File: src/resistor_ctrl_pkg.sv
/*
  Shared constants for the dual resistor serial control logic: word layout,
  command codes, wiper codes and operation times.
  Assumes a 100 MHz system clock (REF_CLK) sampling the serial pins.
*/
package resistor_ctrl_pkg;

  // ----------------------------------------------------------------------
  // Word layout
  // ----------------------------------------------------------------------
  localparam int WORD_BITS = 24;
  localparam int CMD_MSB   = 23;
  localparam int CMD_LSB   = 20;
  localparam int ADDR_MSB  = 19;
  localparam int ADDR_LSB  = 16;
  localparam int DATA_MSB  = 15;
  localparam int DATA_LSB  = 0;
  localparam int WIPER_BITS = 10;

  // ----------------------------------------------------------------------
  // Commands and addresses
  // ----------------------------------------------------------------------
  localparam logic [3:0] CMD_NOP         = 4'h0;
  localparam logic [3:0] CMD_RESTORE     = 4'h1;
  localparam logic [3:0] CMD_STORE       = 4'h2;
  localparam logic [3:0] CMD_STORE_ANY   = 4'h3;
  localparam logic [3:0] CMD_DEC_6DB     = 4'h4;
  localparam logic [3:0] CMD_DEC_6DB_ALL = 4'h5;
  localparam logic [3:0] CMD_DEC_STEP    = 4'h6;
  localparam logic [3:0] CMD_DEC_ALL     = 4'h7;
  localparam logic [3:0] CMD_RESTORE_ALL = 4'h8;
  localparam logic [3:0] CMD_READ_STORE  = 4'h9;
  localparam logic [3:0] CMD_READ_WIPER  = 4'hA;
  localparam logic [3:0] CMD_WRITE       = 4'hB;
  localparam logic [3:0] CMD_INC_6DB     = 4'hC;
  localparam logic [3:0] CMD_INC_6DB_ALL = 4'hD;
  localparam logic [3:0] CMD_INC_STEP    = 4'hE;
  localparam logic [3:0] CMD_INC_ALL     = 4'hF;
  localparam logic [3:0] ADDR_CH0        = 4'h0;
  localparam logic [3:0] ADDR_CH1        = 4'h1;

  // ----------------------------------------------------------------------
  // Reset value and wiper maximum
  // ----------------------------------------------------------------------
  localparam logic [15:0] MIDSCALE = 16'h0200;
  localparam logic [15:0] WIPER_MAX = 16'h03FF;

  // ----------------------------------------------------------------------
  // Operation times and cycle counts at 100 MHz
  // ----------------------------------------------------------------------
  localparam int CLK_MHZ      = 100;
  localparam int STORE_US     = 15000;
  localparam int READ_US      = 7;
  localparam int RESTORE_US   = 20;
  localparam int PRESET_US    = 30;
  localparam int STORE_CYC    = STORE_US * CLK_MHZ;
  localparam int READ_CYC     = READ_US * CLK_MHZ;
  localparam int RESTORE_CYC  = RESTORE_US * CLK_MHZ;
  localparam int PRESET_CYC   = PRESET_US * CLK_MHZ;

endpackage

File: src/resistor_serial_ctrl.sv
/*
  Serial control logic of a dual variable resistor with nonvolatile backup.
  Samples the serial clock, select and data pins with REF_CLK, executes the
  word when select rises, drives the open-drain data out and ready outputs.
  Assumes the serial clock runs well below REF_CLK / 4.
*/
// Contract
// Capture one input bit per serial rising edge.
// Words travel most significant bit first.
// Word: four command, four address, sixteen data.
// Read commands drive readback on data out.
// Other commands forward previous word for chaining.
// Select active low; execute on select rising.
// Release data out while select is high.
// Write protect low blocks scratchpad changes.
// Restore commands work despite write protect.
// Preset reloads scratchpad on rising edge.
// Preset low holds wipers at midscale.
// Store defaults to midscale until written.
// Ready high marks completion of slow operations.
// Address zero selects first channel.
// Address one selects second channel.
// Store in progress locks the shift register.
// Host waits for ready before next word.
module resistor_serial_ctrl #(
  parameter int STORE_CYCLES   = resistor_ctrl_pkg::STORE_CYC,
  parameter int READ_CYCLES    = resistor_ctrl_pkg::READ_CYC,
  parameter int RESTORE_CYCLES = resistor_ctrl_pkg::RESTORE_CYC,
  parameter int PRESET_CYCLES  = resistor_ctrl_pkg::PRESET_CYC
) (
  // Clock, reset, enable.
  input  wire logic        REF_CLK,
  input  wire logic        RSTN,
  input  wire logic        CE,
  // Serial link pins.
  input  wire logic        SCLK,
  input  wire logic        CS_N,
  input  wire logic        SDI,
  output logic             SDO_O,
  output logic             SDO_OE,
  // Control pins.
  input  wire logic        WRITE_PROTECT_N,
  input  wire logic        PRESET_RELOAD_N,
  output logic             RDY_O,
  output logic             RDY_OE,
  // Wiper settings.
  output logic [9:0]       WIPER0,
  output logic [9:0]       WIPER1
);

  localparam int CW = 24;

  // ----------------------------------------------------------------------
  // Pin synchronisers
  // ----------------------------------------------------------------------
  logic [3:0] meta_q;
  logic [3:0] sync_q;
  logic       sclk_prev_q;
  logic       cs_prev_q;
  logic       pr_prev_q;

  // Two flops on every pin before any logic reads it.
  always_ff @(posedge REF_CLK) begin
    if (!RSTN) begin
      // The serial clock idles low between frames; resetting its copies
      // low keeps a false fall from appearing right after reset.
      meta_q      <= 4'h7;
      sync_q      <= 4'h7;
      sclk_prev_q <= 1'b0;
      cs_prev_q   <= 1'b1;
      pr_prev_q   <= 1'b1;
    end else if (CE) begin
      meta_q      <= {SCLK, CS_N, SDI, PRESET_RELOAD_N};
      sync_q      <= meta_q;
      sclk_prev_q <= sync_q[3];
      cs_prev_q   <= sync_q[2];
      pr_prev_q   <= sync_q[0];
    end
  end

  wire sclk_s  = sync_q[3];
  wire cs_n_s  = sync_q[2];
  wire sdi_s   = sync_q[1];
  wire pr_n_s  = sync_q[0];
  wire sclk_rise = sclk_s && !sclk_prev_q;
  wire sclk_fall = !sclk_s && sclk_prev_q;
  wire cs_rise   = cs_n_s && !cs_prev_q;
  wire pr_rise   = pr_n_s && !pr_prev_q;
  // Write protect is a slow level; one sampled copy is enough after sync.
  logic wp_meta_q;
  logic wp_n_q;

  always_ff @(posedge REF_CLK) begin
    if (!RSTN) begin
      wp_meta_q <= 1'b1;
      wp_n_q    <= 1'b1;
    end else if (CE) begin
      wp_meta_q <= WRITE_PROTECT_N;
      wp_n_q    <= wp_meta_q;
    end
  end

  // ----------------------------------------------------------------------
  // Shift register and output stage
  // ----------------------------------------------------------------------
  logic [23:0] shift_q;
  logic        sdo_q;
  logic        busy;
  logic        store_busy_q;

  // Shift register is locked while a store runs, so a word sent too early
  // is dropped rather than corrupting the store.
  wire shift_en = !cs_n_s && sclk_rise && !store_busy_q;
  wire [23:0] shift_d = {shift_q[22:0], sdi_s};

  // Execute stage loads shift_q with readback; define here.
  logic        load_read;
  logic [23:0] read_word;

  always_ff @(posedge REF_CLK) begin
    if (!RSTN) begin
      shift_q <= 24'h00_0000;
    end else if (CE) begin
      if (load_read) begin
        shift_q <= read_word;
      end else if (shift_en) begin
        shift_q <= shift_d;
      end
    end
  end

  // Data out changes on the falling serial edge and presents the top bit,
  // so a word shifted in appears on the next frame for chaining.
  always_ff @(posedge REF_CLK) begin
    if (!RSTN) begin
      sdo_q <= 1'b1;
    end else if (CE) begin
      if (cs_n_s) begin
        sdo_q <= 1'b1;
      end else if (sclk_fall || (cs_prev_q && !cs_n_s)) begin
        sdo_q <= shift_q[23];
      end
    end
  end

  assign SDO_O  = 1'b0;
  // Open drain: only a low bit is driven; released under high select.
  assign SDO_OE = !cs_n_s && !sdo_q;

  // ----------------------------------------------------------------------
  // Word decode
  // ----------------------------------------------------------------------
  wire [3:0]  cmd  = shift_q[resistor_ctrl_pkg::CMD_MSB:
                             resistor_ctrl_pkg::CMD_LSB];
  wire [3:0]  addr = shift_q[resistor_ctrl_pkg::ADDR_MSB:
                             resistor_ctrl_pkg::ADDR_LSB];
  wire [15:0] data = shift_q[resistor_ctrl_pkg::DATA_MSB:
                             resistor_ctrl_pkg::DATA_LSB];
  wire        ch   = addr[0];
  wire        is_wiper = (addr == resistor_ctrl_pkg::ADDR_CH0) ||
                         (addr == resistor_ctrl_pkg::ADDR_CH1);
  // Execute only when select returns high.
  wire        exec = cs_rise && !busy;
  wire        wr_ok = wp_n_q;

  // Saturating wiper arithmetic used by step and 6 dB commands.
  function automatic logic [9:0] wiper_adj(input logic [9:0] w,
                                           input logic [1:0] op);
    logic [10:0] t;
    t = {1'b0, w};
    unique case (op)
      2'd0: t = (w == 10'h000) ? 11'h000 : t - 11'h001;
      2'd1: t = (w == 10'h3FF) ? 11'h3FF : t + 11'h001;
      2'd2: t = {2'b00, w[9:1]};
      2'd3: t = (w[9]) ? 11'h3FF : {w, 1'b0};
    endcase
    return t[9:0];
  endfunction

  // Operation code: 0 step down, 1 step up, 2 halve, 3 double.
  wire [1:0] adj_op = (cmd == resistor_ctrl_pkg::CMD_DEC_STEP ||
                       cmd == resistor_ctrl_pkg::CMD_DEC_ALL) ? 2'd0 :
                      (cmd == resistor_ctrl_pkg::CMD_INC_STEP ||
                       cmd == resistor_ctrl_pkg::CMD_INC_ALL) ? 2'd1 :
                      (cmd == resistor_ctrl_pkg::CMD_DEC_6DB ||
                       cmd == resistor_ctrl_pkg::CMD_DEC_6DB_ALL) ? 2'd2 :
                      2'd3;
  wire is_adj_one = cmd == resistor_ctrl_pkg::CMD_DEC_6DB ||
                    cmd == resistor_ctrl_pkg::CMD_DEC_STEP ||
                    cmd == resistor_ctrl_pkg::CMD_INC_6DB ||
                    cmd == resistor_ctrl_pkg::CMD_INC_STEP;
  wire is_adj_all = cmd == resistor_ctrl_pkg::CMD_DEC_6DB_ALL ||
                    cmd == resistor_ctrl_pkg::CMD_DEC_ALL ||
                    cmd == resistor_ctrl_pkg::CMD_INC_6DB_ALL ||
                    cmd == resistor_ctrl_pkg::CMD_INC_ALL;

  // ----------------------------------------------------------------------
  // Scratchpad and nonvolatile store
  // ----------------------------------------------------------------------
  logic [9:0]  wiper_scratchpad_q [2];
  logic [15:0] nonvolatile_store_q [16];
  logic        store_pend_q;
  logic [3:0]  store_addr_q;
  logic [15:0] store_data_q;

  // Readback echoes command and address in the top byte, value below.
  wire [9:0] wip_sel = wiper_scratchpad_q[ch];
  assign load_read = exec && (cmd == resistor_ctrl_pkg::CMD_READ_STORE ||
                              cmd == resistor_ctrl_pkg::CMD_READ_WIPER);
  assign read_word = (cmd == resistor_ctrl_pkg::CMD_READ_STORE) ?
                     {cmd, addr, nonvolatile_store_q[addr]} :
                     {cmd, addr, 6'b00_0000, wip_sel};

  // Timer for the slow operations behind ready.
  logic          t_start;
  logic [CW-1:0] t_cycles;
  logic          t_done;

  wire is_store = cmd == resistor_ctrl_pkg::CMD_STORE ||
                  cmd == resistor_ctrl_pkg::CMD_STORE_ANY;
  wire is_slow  = is_store || load_read ||
                  cmd == resistor_ctrl_pkg::CMD_RESTORE_ALL;
  assign t_start  = (exec && is_slow) || pr_rise;
  assign t_cycles = pr_rise ? CW'(PRESET_CYCLES) :
                    is_store ? CW'(STORE_CYCLES) :
                    (cmd == resistor_ctrl_pkg::CMD_RESTORE_ALL) ?
                    CW'(RESTORE_CYCLES) : CW'(READ_CYCLES);

  // One timer serves every slow operation. A word whose select rises while
  // it runs is dropped, so the host must watch ready first.
  busy_timer #(.CW(CW)) u_timer (
    .clk    (REF_CLK),
    .rst_n  (RSTN),
    .ce     (CE),
    .start  (t_start),
    .cycles (t_cycles),
    .busy   (busy),
    .done   (t_done)
  );

  // Nonvolatile store: midscale for the wipers until written.
  // A preset rise during a store restarts the shared timer, so the store
  // then commits on the preset count instead of the store count.
  always_ff @(posedge REF_CLK) begin
    if (!RSTN) begin
      for (int i = 0; i < 16; i++) begin
        nonvolatile_store_q[i] <= resistor_ctrl_pkg::MIDSCALE;
      end
      store_busy_q <= 1'b0;
      store_addr_q <= 4'h0;
      store_data_q <= 16'h0000;
    end else if (CE) begin
      if (exec && is_store) begin
        store_busy_q <= 1'b1;
        store_addr_q <= addr;
        store_data_q <= (cmd == resistor_ctrl_pkg::CMD_STORE_ANY &&
                         !is_wiper) ? data : {6'b00_0000, wip_sel};
      end else if (store_busy_q && t_done) begin
        store_busy_q <= 1'b0;
        nonvolatile_store_q[store_addr_q] <= store_data_q;
      end
    end
  end

  // Scratchpad updates; restores ignore write protect, writes honour it.
  always_ff @(posedge REF_CLK) begin
    if (!RSTN) begin
      wiper_scratchpad_q[0] <= resistor_ctrl_pkg::MIDSCALE[9:0];
      wiper_scratchpad_q[1] <= resistor_ctrl_pkg::MIDSCALE[9:0];
    end else if (CE) begin
      if (!pr_n_s) begin
        wiper_scratchpad_q[0] <= resistor_ctrl_pkg::MIDSCALE[9:0];
        wiper_scratchpad_q[1] <= resistor_ctrl_pkg::MIDSCALE[9:0];
      end else if (pr_rise) begin
        wiper_scratchpad_q[0] <= nonvolatile_store_q[0][9:0];
        wiper_scratchpad_q[1] <= nonvolatile_store_q[1][9:0];
      end else if (exec && cmd == resistor_ctrl_pkg::CMD_RESTORE_ALL) begin
        wiper_scratchpad_q[0] <= nonvolatile_store_q[0][9:0];
        wiper_scratchpad_q[1] <= nonvolatile_store_q[1][9:0];
      end else if (exec && cmd == resistor_ctrl_pkg::CMD_RESTORE &&
                   is_wiper) begin
        wiper_scratchpad_q[ch] <= nonvolatile_store_q[addr][9:0];
      end else if (exec && wr_ok && is_wiper &&
                   cmd == resistor_ctrl_pkg::CMD_WRITE) begin
        wiper_scratchpad_q[ch] <= data[9:0];
      end else if (exec && wr_ok && is_wiper && is_adj_one) begin
        wiper_scratchpad_q[ch] <= wiper_adj(wip_sel, adj_op);
      end else if (exec && wr_ok && is_adj_all) begin
        wiper_scratchpad_q[0] <= wiper_adj(wiper_scratchpad_q[0], adj_op);
        wiper_scratchpad_q[1] <= wiper_adj(wiper_scratchpad_q[1], adj_op);
      end
    end
  end

  // ----------------------------------------------------------------------
  // Outputs
  // ----------------------------------------------------------------------
  // Ready is low while a slow operation runs and released when it ends;
  // the host polls it before the next frame.
  assign RDY_O  = 1'b0;
  assign RDY_OE = busy;
  assign WIPER0 = wiper_scratchpad_q[0];
  assign WIPER1 = wiper_scratchpad_q[1];

endmodule

File: src/busy_timer.sv
/*
  Down counter that holds busy for a loaded number of cycles.
  Assumes the caller pulses start only when a slow operation begins.
*/
module busy_timer #(
  parameter int CW = 24
) (
  // Clock, reset, enable.
  input  wire logic          clk,
  input  wire logic          rst_n,
  input  wire logic          ce,
  // Start with a cycle count.
  input  wire logic          start,
  input  wire logic [CW-1:0] cycles,
  // Status.
  output logic               busy,
  output logic               done
);

  logic [CW-1:0] cnt_q;

  // Count down to zero; done pulses on the last cycle of the wait.
  always_ff @(posedge clk) begin
    if (!rst_n) begin
      cnt_q <= '0;
    end else if (ce) begin
      if (start) begin
        cnt_q <= cycles;
      end else if (cnt_q != '0) begin
        cnt_q <= cnt_q - CW'(1);
      end
    end
  end

  assign busy = (cnt_q != '0);
  assign done = ce && !start && (cnt_q == CW'(1));

endmodule

File: config.mk
export PLATFORM = sky130hd
export DESIGN_NAME = resistor_serial_ctrl
export DESIGN_NICKNAME = d
export VERILOG_FILES = /design/src/resistor_ctrl_pkg.sv /design/src/resistor_serial_ctrl.sv /design/src/busy_timer.sv
export SDC_FILE = /design/constraint.sdc
export NUM_CORES = 1
export LEC_CHECK = 0
export BUFFER_PORTS_ARGS = -buffer_cell sky130_fd_sc_hd__buf_2
export CAP_MARGIN = 20
export CORE_UTILIZATION = 55
export CTS_BUF_LIST = sky130_fd_sc_hd__clkbuf_16
export DETAILED_ROUTE_END_ITERATION = 8
export GPL_TIMING_DRIVEN = 0
export PLACE_DENSITY = 0.82
export SLEW_MARGIN = 10
export SYNTH_ARGS = -nofsm -noshare
export SYNTH_HDL_FRONTEND = slang
export SYNTH_SLANG_ARGS = --single-unit
File: constraint.sdc
create_clock -name REF_CLK -period 3.9 [get_ports REF_CLK]
set_input_delay 0.39 -clock REF_CLK [delete_from_list [all_inputs] [get_ports REF_CLK]]
set_output_delay 0.39 -clock REF_CLK [all_outputs]
set_load 0.01 [all_outputs]
Word-level counts from Yosys, hierarchy flattened:

Memory sizes are Yosys's and may differ from the RTL's. A register that Yosys moved wholly into a read port is not among the register bits.
Index checks and enable logic that the tools add are counted.
W data, S select, Z words.

* register bits after elaboration: 83
* memory bits (writable): 276
* output and inout bits: 24
* logic and storage cells: 254
* memories: 2

* add/subtract/negate cells: 7
* equal/unequal tests: 23
* mux-type cells: 129
* bitwise gates (word level): 11
* reductions and logical operators: 68

Memory list
* nonvolatile_store_q: depth 16, bits a word 16, rd ports 3, clocked after Yosys merged registers in 1, wr ports 16, RTL line resistor_serial_ctrl.sv:201 `logic [15:0] nonvolatile_store_q [16];`
* wiper_scratchpad_q: depth 2, bits a word 10, rd ports 3, clocked after Yosys merged registers in 1, wr ports 2, RTL line resistor_serial_ctrl.sv:200 `logic [9:0] wiper_scratchpad_q [2];`

Operator list (count)
* $mux W10: 46
* $pmux W10 S4: 3
* $mux W24: 4
* $mux W1: 65
* $mux W16: 3
* $mux W21: 2
* $eq A4 B4 Y1 const B: 8
* $add A10 B1 Y10 const B: 3
* $eq A10 B10 Y1 const B: 3
* $logic_not A10 Y1: 3
* $sub A10 B1 Y10 const B: 3
* $eq A24 B1 Y1 const B: 1
* $logic_and A1 B1 Y1: 24
* $reduce_bool A24 Y1: 1
* $sub A24 B1 Y24 const B: 1
* $eq A4 B3 Y1 const B: 4
* $logic_or A1 B1 Y1: 16
* $reduce_or A16 Y1: 1
* $mux W4: 3
* $mux W11: 1
* $logic_not A1 Y1: 10
* $or A1 B1 Y1: 10
* $reduce_and A2 Y1: 5
* $reduce_or A10 Y1: 1
* 10 further kinds: 17

Logic depth before layout (Yosys ltp):

Gate-level depths: netlist of run 1.

* word-level depth: 19
* mapped depth: 12
* depth with buffers taken out: 9

By module:

Synthesis of run 1 repeated with hierarchy kept, for this count alone.

* cells, all modules: 1797
* area, all modules: 19857.8 um^2

Modules (own cells, without submodules)
* resistor_serial_ctrl: times used 1, cells each 1566, area each 18119.9 um^2
* busy_timer: times used 1, cells each 231, area each 1737.9 um^2

Least setup slack after synthesis of run 1:

OpenSTA, ideal clock, no wires.

* path type: register -> register
* start: register u_timer.cnt_q[8]
* end: memory nonvolatile_store_q[14][0] (enable)
* setup time: 411 ps
* data arrival time: 3476 ps
* required time: 3489 ps
* setup slack: 12 ps
* stages on the path, launching flop included: 8
* period minus slack after synthesis: 3888 ps
* cell sequence: dfxtp_1 or4_1 or4b_1 buf_2 nor4_2 nor2b_1 nand2_1 o21ai_0

RTL lines
* from (decl): RTL line busy_timer.sv:20 `logic [CW-1:0] cnt_q;`
* from (signal assigned): RTL line busy_timer.sv:28 `cnt_q <= cycles;`
* from (signal assigned): RTL line busy_timer.sv:30 `cnt_q <= cnt_q - CW'(1);`
* to (decl): RTL line resistor_serial_ctrl.sv:201

==> results.json, run 1 <==
{
  "status": "completed",
  "setup_ws_ns": 0.0778,
  "critical_path.endpoint_type": "flip-flop",
  "diodes": 0,
  "post_drt_via_cell_ratio": 6.46,
  "insertion_delay_ns": 0.55,
  "initial_core_util": 0.563,
  "multi_input_area_mm2": 0.00855,
  "arrival_ns": 3.99,
  "seqCellArea_mm2": 0.0100,
  "drtAntennaViolNets": 0,
  "worstHoldPathCells": 3,
  "place_congestion": 0.995,
  "clkTransAtPathRegs_ns": 0.06,
  "path_max_fanout": 16,
  "synth-edff-count": 276,
  "grt_max_degree": 17,
  "cp_cell_sequence": "or4_1 > or4b_1 > buf_2 > nor4_4 > nand3_2 > nor3_2 > nand2b_2",
  "drcViolationCount": 0,
  "grt_usage": 0.304,
  "min_from": "PRESET_RELOAD_N",
  "muxShareOfSynthArea": 0.101,
  "syn2layout_area_growth_pct": 12.4,
  "slowest_stage": "or4b_1",
  "leakagePower_nw": 7.21,
  "h-tree-depth": 2,
  "drtIter0Drc": 1714,
  "yosysWarningCount": 0,
  "fin_skew_ns": 0.0341,
  "maxCapViolCount": 0,
  "rr_endpoint": "nonvolatile_store_q[3][8]$_SDFFCE_PN0P_",
  "synth_compound_area_frac": 0.118,
  "power.density_mw_per_mm2": 460,
  "wl_um": 53600,
  "core-area_mm2": 0.0338,
  "clockBufferDepth": 3,
  "fin_crit_sh": 0.980,
  "rr_worst_depth": 7,
  "synth_seq_cells": 364,
  "synth_cell_types": 72,
  "grt.overflow.total": 0,
  "syn-cell-area_mm2": 0.0190,
  "cp.required_ns": 4.07,
  "hold_path.class": "input port to flip-flop",
  "drive_gt1_frac": 0.138,
  "layout.nets": 1826,
  "grt_pass1_wl_um": 83200,
  "criticalPathCategory": "flip-flop to flip-flop",
  "io_pins": 32,
  "cts_sinks": 364,
  "reg2reg_slack_ns": 0.08,
  "grt_pass1_vias": 14300,
  "async_flop_share": 0,
  "drtPass1Iterations": 7,
  "tightest_slew_ns": 1.10,
  "fin_crit_ns": 3.82,
  "rows": 67,
  "rr_startpoint": "u_timer.cnt_q[8]$_SDFFE_PN0P_",
  "die_h_um": 188,
  "fillers": 2596,
  "setup_viol": 0,
  "ys.flop_type": "edfxtp_1",
  "antenna_found_initial": 0,
  "cp_slowest_stage_delay_ns": 0.56,
  "synthXorXnorAreaFrac": 0.0170,
  "fin_cells": 2288,
  "fmax_mhz": 262,
  "die-width_um": 188,
  "via_count": 14800,
  "hold_end": "meta_q[0]$_SDFFE_PN1P_",
  "hpwl_um": 39100,
  "total_power_mw": 9.84,
  "hold_violations": 0,
  "io_buffer_count": 29,
  "slew_violations": 0,
  "cts_root_buffer": "clkbuf_16",
  "cts_buffers": 40,
  "slew_headroom": 0.266,
  "yosys.area_share.simple": 0.197,
  "post-place-ws_ns": -0.749,
  "cp-start-kind": "flip-flop",
  "placed_cells": 2214,
  "wl_per_cell_um": 23.4,
  "synthCells": 1726,
  "cts_tree": "done",
  "die-area_mm2": 0.0353,
  "ys_seq_area_frac": 0.528,
  "synth_adder_area_share": 0.00592,
  "ir_worst_vdd_mv": 0.392,
  "avgSynthCellArea_um2": 11.0,
  "synth_top_family_by_area": "simple AND/OR/NAND/NOR gates"
}
Yosys cell counts (9+ instances only):
| cell type | n | share of area |
|---|---|---|
| edfxtp_1 | 276 | 0.44 |
| and2_1 | 246 | 0.081 |
| nand2_1 | 151 | 0.030 |
| nor2_1 | 126 | 0.025 |
| clkbuf_1 | 115 | 0.023 |
| dfxtp_1 | 88 | 0.093 |
| o21ai_0 | 87 | 0.023 |
| mux4_2 | 70 | 0.083 |
| a21oi_1 | 61 | 0.016 |
| nand3_1 | 34 | 0.0089 |
| a21boi_0 | 32 | 0.013 |
| o211ai_1 | 31 | 0.012 |
| nor3_1 | 29 | 0.0076 |
| mux2i_1 | 26 | 0.014 |
| inv_1 | 20 | 0.0039 |
| or3_1 | 20 | 0.0066 |
| xor2_1 | 20 | 0.0092 |
| a31oi_1 | 19 | 0.0062 |
| nand2b_1 | 19 | 0.0062 |
| a22oi_1 | 17 | 0.0067 |
| buf_1 | 17 | 0.0034 |
| xnor2_1 | 17 | 0.0078 |
| nor2b_1 | 13 | 0.0043 |
| a221oi_1 | 12 | 0.0055 |
| and3_1 | 11 | 0.0036 |
| a211oi_1 | 10 | 0.0039 |
| buf_2 | 9 | 0.0024 |
| ha_1 | 9 | 0.0059 |
| nor4_1 | 9 | 0.0030 |
| or4_1 | 9 | 0.0036 |
logic make-up after synthesis:
| family | after synthesis |
|---|---|
| compound gates | 341 |
| mux | 103 |
| fa+ha+maj | 9 |
| buf+inv | 163 |
| other cells | 1 |
| flops | 364 |
| simple gates | 708 |
| xor+xnor | 37 |
placed cells by master, fill, tap and decap left out, types with 17 or more instances in the layout:
master / synthesis / final
inv_1: 20 / 28
or3_1: 20 / 20
nand3_1: 34 / 32
and2_1: 246 / 246
mux2i_1: 26 / 26
buf_2: 9 / 41
edfxtp_1: 276 / 276
a22oi_1: 17 / 17
nand2_1: 151 / 147
a31oi_1: 19 / 19
xor2_1: 20 / 20
nor3_1: 29 / 29
clkbuf_1: 115 / 106
mux4_2: 70 / 70
a21oi_1: 61 / 60
clkbuf_16: 0 / 40
dfxtp_1: 88 / 88
a21boi_0: 32 / 32
xnor2_1: 17 / 17
o21ai_0: 87 / 75
o211ai_1: 31 / 31
nor2_1: 126 / 119
where the power goes:
| group | internal [mW] | total, mW | switching [mW] |
|---|---|---|---|
| Clock | 2.09 | 3.69 | 1.60 |
| Sequential | 4.42 | 4.62 | 0.205 |
| Combinational | 0.557 | 1.53 | 0.975 |
state kept, by name, summed over array words and instances (netlist names), named ones only:
register             count
store_busy_q             1
meta_q                   4
store_addr_q             4
sdo_q                    1
u_timer.cnt_q           24
wp_n_q                   1
shift_q                 24
pr_prev_q                1
sync_q                   4
cs_prev_q                1
wp_meta_q                1
wiper_scratchpad_q      20
nonvolatile_store_q    256
sclk_prev_q              1
store_data_q            16
layer usage:
metal / share of wire / track usage
met1: 0.39 / 0.403
met2: 0.48 / 0.501
met3: 0.091 / 0.0505
met4: 0.037 / 0.116
met5: 0 / 0
repair_timing:
item | CTS | global route
setup buffers | 0 | 1
resized for setup | 25 | 33
pin swaps | 1 | 2
cloned | 0 | 0
hold buffers | 0 | 0
setup endpoints to repair | 327 | 270
stage by stage:
stage               hold WS [ns]  utilization  setup TNS, ns  area (µm²)
floorplan                  0.441            -              0       19000
finish                    0.0666        0.633              0       21400
global route              0.0773        0.633         -0.292       21400
CTS                       0.0561        0.630          -5.71       21300
detailed placement         0.460        0.589         -70.46       19900
global placement           0.455        0.584        -268.79       19700
layout make-up:
type | instances | area share
timing repair buffer | 41 | 0.0138
sequential | 364 | 0.470
inverter | 20 | 0.00351
clock inverter | 33 | 0.0128
multi-input combinational | 1200 | 0.400
buffer | 142 | 0.0270
tap | 448 | 0.0262
clock buffer | 40 | 0.0468
worst max path at each step:
stage                                                to  cells past startpoint                           from  slack (ns)
2_1_floorplan  nonvolatile_store_q[14][0]$_SDFFCE_PN0P_                      7  u_timer.cnt_q[8]$_SDFFE_PN0P_        0.01
3_3_place_gp   nonvolatile_store_q[5][11]$_SDFFCE_PN0P_                      5  u_timer.cnt_q[2]$_SDFFE_PN0P_       -1.33
5_1_grt        nonvolatile_store_q[8][12]$_SDFFCE_PN0P_                      9  u_timer.cnt_q[8]$_SDFFE_PN0P_       -0.04
3_5_place_dp         wiper_scratchpad_q[0][7]$_DFFE_PP_                     10                      flip-flop       -0.75
4_1_cts         nonvolatile_store_q[8][0]$_SDFFCE_PN0P_                      7  u_timer.cnt_q[8]$_SDFFE_PN0P_        -0.1
6_report        nonvolatile_store_q[3][8]$_SDFFCE_PN0P_                      7  u_timer.cnt_q[8]$_SDFFE_PN0P_        0.08
worst max-delay path, delay by kind of cell (launching register included):
kind	cells	cell delay, ns
AND/OR/NAND/NOR	6	2.84
buffers and inverters	1	0.24
flip-flops	1	0.36
No activity file was read; power rests on OpenSTA's default activity.
==> run 2, diff against run 1 <==
--- a/config.mk
+++ b/config.mk
@@ -11,7 +11,7 @@
 export CTS_BUF_LIST = sky130_fd_sc_hd__clkbuf_16
 export DETAILED_ROUTE_END_ITERATION = 8
 export GPL_TIMING_DRIVEN = 0
-export PLACE_DENSITY = 0.82
+export PLACE_DENSITY = 0.74
 export SLEW_MARGIN = 10
 export SYNTH_ARGS = -nofsm -noshare
 export SYNTH_HDL_FRONTEND = slang
==> run 2 against run 1 <==
Against the previous run:
- global-route usage rose by 0.39 points
- largest cell class unchanged
- combinational power about the same
- power barely moved
- hold slack worse by 0.0032 ns
- sequential power is essentially flat
- clock power is essentially flat
- setup slack got worse by 0.029 ns
- critical path depth grew 2
- utilization is essentially flat
- design area is essentially flat
- sequential cell count stayed put
- wire length fell by 0.16%
==> results.json, run 2 (synthesized netlist as in run 1, its figures left out) <==
{
  "ir_worst_vdd_mv": 0.411,
  "grt_pass1_wl_um": 83700,
  "fmax_mhz": 260,
  "wl_um": 53500,
  "rsz0062_at_grt": "yes",
  "cts_tree": "done",
  "drtAntennaViolNets": 0,
  "die-area_mm2": 0.0353,
  "leakagePower_nw": 7.22,
  "status": "completed",
  "setup_ws_ns": 0.0483,
  "power.density_mw_per_mm2": 460,
  "rows": 67,
  "final_cell_mix": "edfxtp_1 (276), and2_1 (246), nand2_1 (147)",
  "drtIter0Drc": 1436,
  "layout.nets": 1825,
  "maxCapViolCount": 0,
  "hold_violations": 0,
  "multi_input_area_mm2": 0.00855,
  "drive_gt1_frac": 0.137,
  "mostFrequentLayoutCell": "edfxtp_1",
  "fillers": 2688,
  "hold_buffers": 0,
  "core-area_mm2": 0.0338,
  "grt_max_degree": 20,
  "diodes": 0,
  "die-width_um": 188,
  "arrival_ns": 4.13,
  "cp-start-kind": "flip-flop",
  "via_count": 14500,
  "syn2layout_area_growth_pct": 12.4,
  "grt_usage": 0.308,
  "die_h_um": 188,
  "seqCellArea_mm2": 0.0100,
  "clockBufferDepth": 3,
  "hold_path.class": "input port to flip-flop",
  "grt.overflow.total": 0,
  "hpwl_um": 39300,
  "io_pins": 32,
  "setup_viol": 0,
  "critical_path.endpoint_type": "flip-flop",
  "tightest_slew_ns": 1.15,
  "initial_core_util": 0.563,
  "fin_crit_sh": 0.988,
  "grt_pass1_vias": 14100,
  "post-route-util": 0.633,
  "cts_root_buffer": "clkbuf_16",
  "post-place-ws_ns": -0.797,
  "wl_per_cell_um": 23.4,
  "post_drt_via_cell_ratio": 6.33,
  "cts_sinks": 364,
  "largest_register": "nonvolatile_store_q",
  "antenna_found_initial": 0,
  "insertion_delay_ns": 0.55,
  "hold_ws_ns": 0.0634,
  "h-tree-depth": 2,
  "io_buffer_count": 29,
  "slew_headroom": 0.231,
  "place_congestion": 1.00,
  "cp.required_ns": 4.18,
  "drtPass1Iterations": 5,
  "cts_buffers": 39,
  "path_max_fanout": 10,
  "fin_crit_ns": 3.85,
  "drcViolationCount": 0,
  "criticalPathCategory": "flip-flop to flip-flop",
  "largest_register_ffs": 256,
  "slew_violations": 0,
  "fin_skew_ns": 0.0174,
  "top_regs": "nonvolatile_store_q: 256 flops, shift_q: 24 flops, u_timer.cnt_q: 24 flops",
  "clkTransAtPathRegs_ns": 0.07,
  "fin_tns_setup_ns": 0
}
[run 2: cell types whose count changed in the layout (fill, tap and decap cells not counted), sizes merged]
cell	before	now
clkbuf	153	156
clkinvlp	2	0
buf	68	64
bufinv	3	4
[run 2: cell type report]
cell class	count	area share
plain buffers	141	0.0270
clock buffers	39	0.0456
clock inverters	32	0.0132
inverters	20	0.00351
multi-input cells	1200	0.400
flip-flops and latches	364	0.470
well taps	448	0.0262
repair buffers	42	0.0153
[run 2: worst paths after layout]
path | cells past startpoint | to | start | slack (ns)
worst min register to register | 2 | wp_meta_q$_SDFFE_PN1P_ | wp_meta_q$_SDFFE_PN1P_ | 0.48
worst max-delay path | 9 | wiper_scratchpad_q[0][7]$_DFFE_PP_ | flip-flop | 0.05
worst max register to register | 9 | wiper_scratchpad_q[0][7]$_DFFE_PP_ | flip-flop | 0.05
worst min-delay path | 3 | wp_meta_q$_SDFFE_PN1P_ | WRITE_PROTECT_N | 0.06
[run 2: critical path: stages, from the launching register on]
cell and delay [ns]:
dfxtp_1 0.61, clkbuf_2 0.34, mux2i_1 0.30, clkbuf_2 0.30, ha_1 0.25, o211ai_1 0.30, o31ai_4 0.51, o22ai_1 0.19
o31a_1 0.40, a221o_1 0.37
[run 2: timing repair]
item	CTS	global route
resized for setup	30	26
pin swaps	0	4
buffers inserted	0	2
endpoints found under the setup margin	395	336
[run 2: metal layers]
metal	wire, µm	track usage	up-vias
met1	21600	0.423	7111
met2	25800	0.511	724
met3	4480	0.0408	111
li1	-	-	6534
met5	0	0	-
met4	1590	0.0916	0
[run 2: power breakdown]
group	switching (mW)	internal, mW
Clock	1.57	2.10
Combinational	0.981	0.564
Sequential	0.201	4.42
[run 2: per-stage QoR]
stage	cell area, µm²	total power, mW	std cells
6_report	21400	9.83	2286
5_1_grt	21400	10.2	2286
4_1_cts	21300	9.79	2282
3_5_place_dp	19900	6.14	2213
3_3_place_gp	19700	6.09	2204
2_1_floorplan	19000	5.71	1727
==> run 3, diff against run 2 <==
--- a/config.mk
+++ b/config.mk
@@ -11,7 +11,7 @@
 export CTS_BUF_LIST = sky130_fd_sc_hd__clkbuf_16
 export DETAILED_ROUTE_END_ITERATION = 8
 export GPL_TIMING_DRIVEN = 0
-export PLACE_DENSITY = 0.74
+export PLACE_DENSITY = 0.75
 export SLEW_MARGIN = 10
 export SYNTH_ARGS = -nofsm -noshare
 export SYNTH_HDL_FRONTEND = slang
==> run 3 against run 2 <==
Against the previous run:
- via count about the same
- critical endpoint is now wiper_scratchpad_q[1][7]$_DFFE_PP_
- combinational power about the same
- critical path depth increased by 1
- global-route usage increased by 0.33 points
- non-clock buffer count increased by 2
- count of clock-buffer cells in the layout increased by 1
- hold slack got worse by 0.00089 ns
- sequential power about the same
- sequential cell count unchanged
- sequential share of layout area about the same
==> results.json, run 3 (synthesized netlist as in run 1, its figures left out) <==
{
  "slowest_stage": "dfxtp_1",
  "tightest_slew_ns": 1.09,
  "place_congestion": 0.992,
  "via_count": 14500,
  "cts_root_buffer": "clkbuf_16",
  "post_drt_via_cell_ratio": 6.33,
  "fmax_mhz": 267,
  "die-width_um": 188,
  "slew_headroom": 0.261,
  "status": "completed",
  "mostFrequentLayoutCell": "edfxtp_1",
  "rr_endpoint": "wiper_scratchpad_q[1][7]$_DFFE_PP_",
  "p_switching_mw": 2.77,
  "clkTransAtPathRegs_ns": 0.06,
  "setup_viol": 0,
  "die-area_mm2": 0.0353,
  "cts_tree": "done",
  "post-place-ws_ns": -0.861,
  "hold_path.class": "input port to flip-flop",
  "crit_path_frequent_cell": "clkbuf_2",
  "cts_buffers": 40,
  "wl_per_cell_um": 23.7,
  "initial_core_util": 0.563,
  "drtIter0Drc": 1662,
  "fin_skew_ns": 0.0167,
  "grt_pass1_vias": 14400,
  "drtAntennaViolNets": 0,
  "rr_worst_depth": 10,
  "largest_register": "nonvolatile_store_q",
  "rows": 67,
  "hold_violations": 0,
  "rsz0062_at_grt": "no",
  "final_cell_mix": "edfxtp_1 (276), and2_1 (246), nand2_1 (147)",
  "drtPass1Iterations": 6,
  "cp-start-kind": "flip-flop",
  "min_from": "CS_N",
  "criticalPathCategory": "flip-flop to flip-flop",
  "ir_worst_vdd_mv": 0.430,
  "hold_end": "meta_q[2]$_SDFFE_PN1P_",
  "fin_crit_sh": 0.960,
  "power.density_mw_per_mm2": 458,
  "clockBufferDepth": 3,
  "hold_buffers": 0,
  "grt_usage": 0.311,
  "top_regs": "nonvolatile_store_q: 256 flops, shift_q: 24 flops, u_timer.cnt_q: 24 flops",
  "grt_max_degree": 17,
  "maxCapViolCount": 0,
  "leakagePower_nw": 7.22,
  "fin_crit_ns": 3.74,
  "hpwl_um": 39700,
  "cp.required_ns": 4.18,
  "worstHoldPathCells": 3,
  "power_frac_comb": 0.158,
  "wl_um": 54200,
  "hold_ws_ns": 0.0625,
  "reg2reg_slack_ns": 0.16,
  "io_buffer_count": 29,
  "internal_power_mw": 7.05,
  "critical_path.endpoint_type": "flip-flop",
  "cp_cell_sequence": "clkbuf_2 > mux2i_1 > clkbuf_2 > ha_1 > o211ai_1 > o31ai_4 > buf_4 > o22ai_1 > o31a_1 > a221o_1",
  "switching_share": 0.282,
  "p_seq_frac": 0.470,
  "grt.overflow.total": 0,
  "die_h_um": 188,
  "slew_violations": 0,
  "io_pins": 32,
  "setup_ws_ns": 0.158,
  "antenna_found_initial": 0,
  "path_max_fanout": 10,
  "cp_slowest_stage_delay_ns": 0.62,
  "layout.nets": 1828,
  "syn2layout_area_growth_pct": 12.5,
  "grt_pass1_wl_um": 84100,
  "arrival_ns": 4.03,
  "largest_register_ffs": 256,
  "insertion_delay_ns": 0.56,
  "drive_gt1_frac": 0.138,
  "drcViolationCount": 0,
  "core-area_mm2": 0.0338,
  "cts_sinks": 364,
  "h-tree-depth": 2,
  "diodes": 0,
  "clkPwrFrac": 0.372
}
[run 3: metrics by stage]
stage / area (µm²) / std cells / utilization / total power [mW] / setup TNS (ns)
finish: 21400 / 2288 / 0.634 / 9.82 / 0
global route: 21400 / 2288 / 0.634 / 10.2 / 0
CTS: 21300 / 2283 / 0.631 / 9.78 / -5.74
detailed placement: 19900 / 2213 / 0.590 / 6.15 / -107.78
global placement: 19700 / 2204 / 0.584 / 6.09 / -319.88
floorplan: 19000 / 1727 / - / 5.71 / 0
[run 3: area by class of cell]
cell class              instances  area [µm²]
well taps                     448         561
fillers                      2710       12400
inverters                      20        75.1
plain buffers                 142         596
repair buffers                 43         328
clock buffers                  40        1000
clock inverters                31         256
multi-input cells            1200        8550
flip-flops and latches        364       10000
[run 3: power groups by stage]
stage	sequential (mW)	clock [mW]	combinational, mW
after floorplan	4.62	0	1.09
after global placement	4.67	0	1.42
after detailed placement	4.68	0	1.47
after CTS	4.61	3.68	1.50
after global routing	4.64	3.82	1.70
final	4.61	3.65	1.55
[run 3: layer usage]
metal / GRT usage / up-vias / share of wire
li1: - / 6516 / -
met3: 0.0490 / 138 / 0.089
met5: 0 / - / 0
met1: 0.413 / 7079 / 0.39
met4: 0.117 / 0 / 0.034
met2: 0.516 / 751 / 0.49
[run 3: worst max-delay path: cells and delay by family (launching register included)]
| family | cells | cell delay, ns |
|---|---|---|
| adders and majority gates | 1 | 0.28 |
| AOI/OAI and AO/OA | 5 | 1.41 |
| muxes | 1 | 0.29 |
| DFF | 1 | 0.62 |
| buffers and inverters | 3 | 0.84 |
[run 3: timing repair]
item	in CTS	in global routing
setup buffers	0	4
pin swaps	0	3
endpoints found under the setup margin	391	344
resized for setup	38	17
[run 3: how the worst max path moves through the flow]
stage                                          endpoint                     startpoint
6_report             wiper_scratchpad_q[1][7]$_DFFE_PP_                      flip-flop
5_1_grt              wiper_scratchpad_q[0][2]$_DFFE_PP_  u_timer.cnt_q[8]$_SDFFE_PN0P_
4_1_cts        nonvolatile_store_q[10][6]$_SDFFCE_PN0P_  u_timer.cnt_q[8]$_SDFFE_PN0P_
3_5_place_dp         wiper_scratchpad_q[1][7]$_DFFE_PP_                      flip-flop
3_3_place_gp   nonvolatile_store_q[6][11]$_SDFFCE_PN0P_  u_timer.cnt_q[2]$_SDFFE_PN0P_
2_1_floorplan  nonvolatile_store_q[14][0]$_SDFFCE_PN0P_  u_timer.cnt_q[8]$_SDFFE_PN0P_
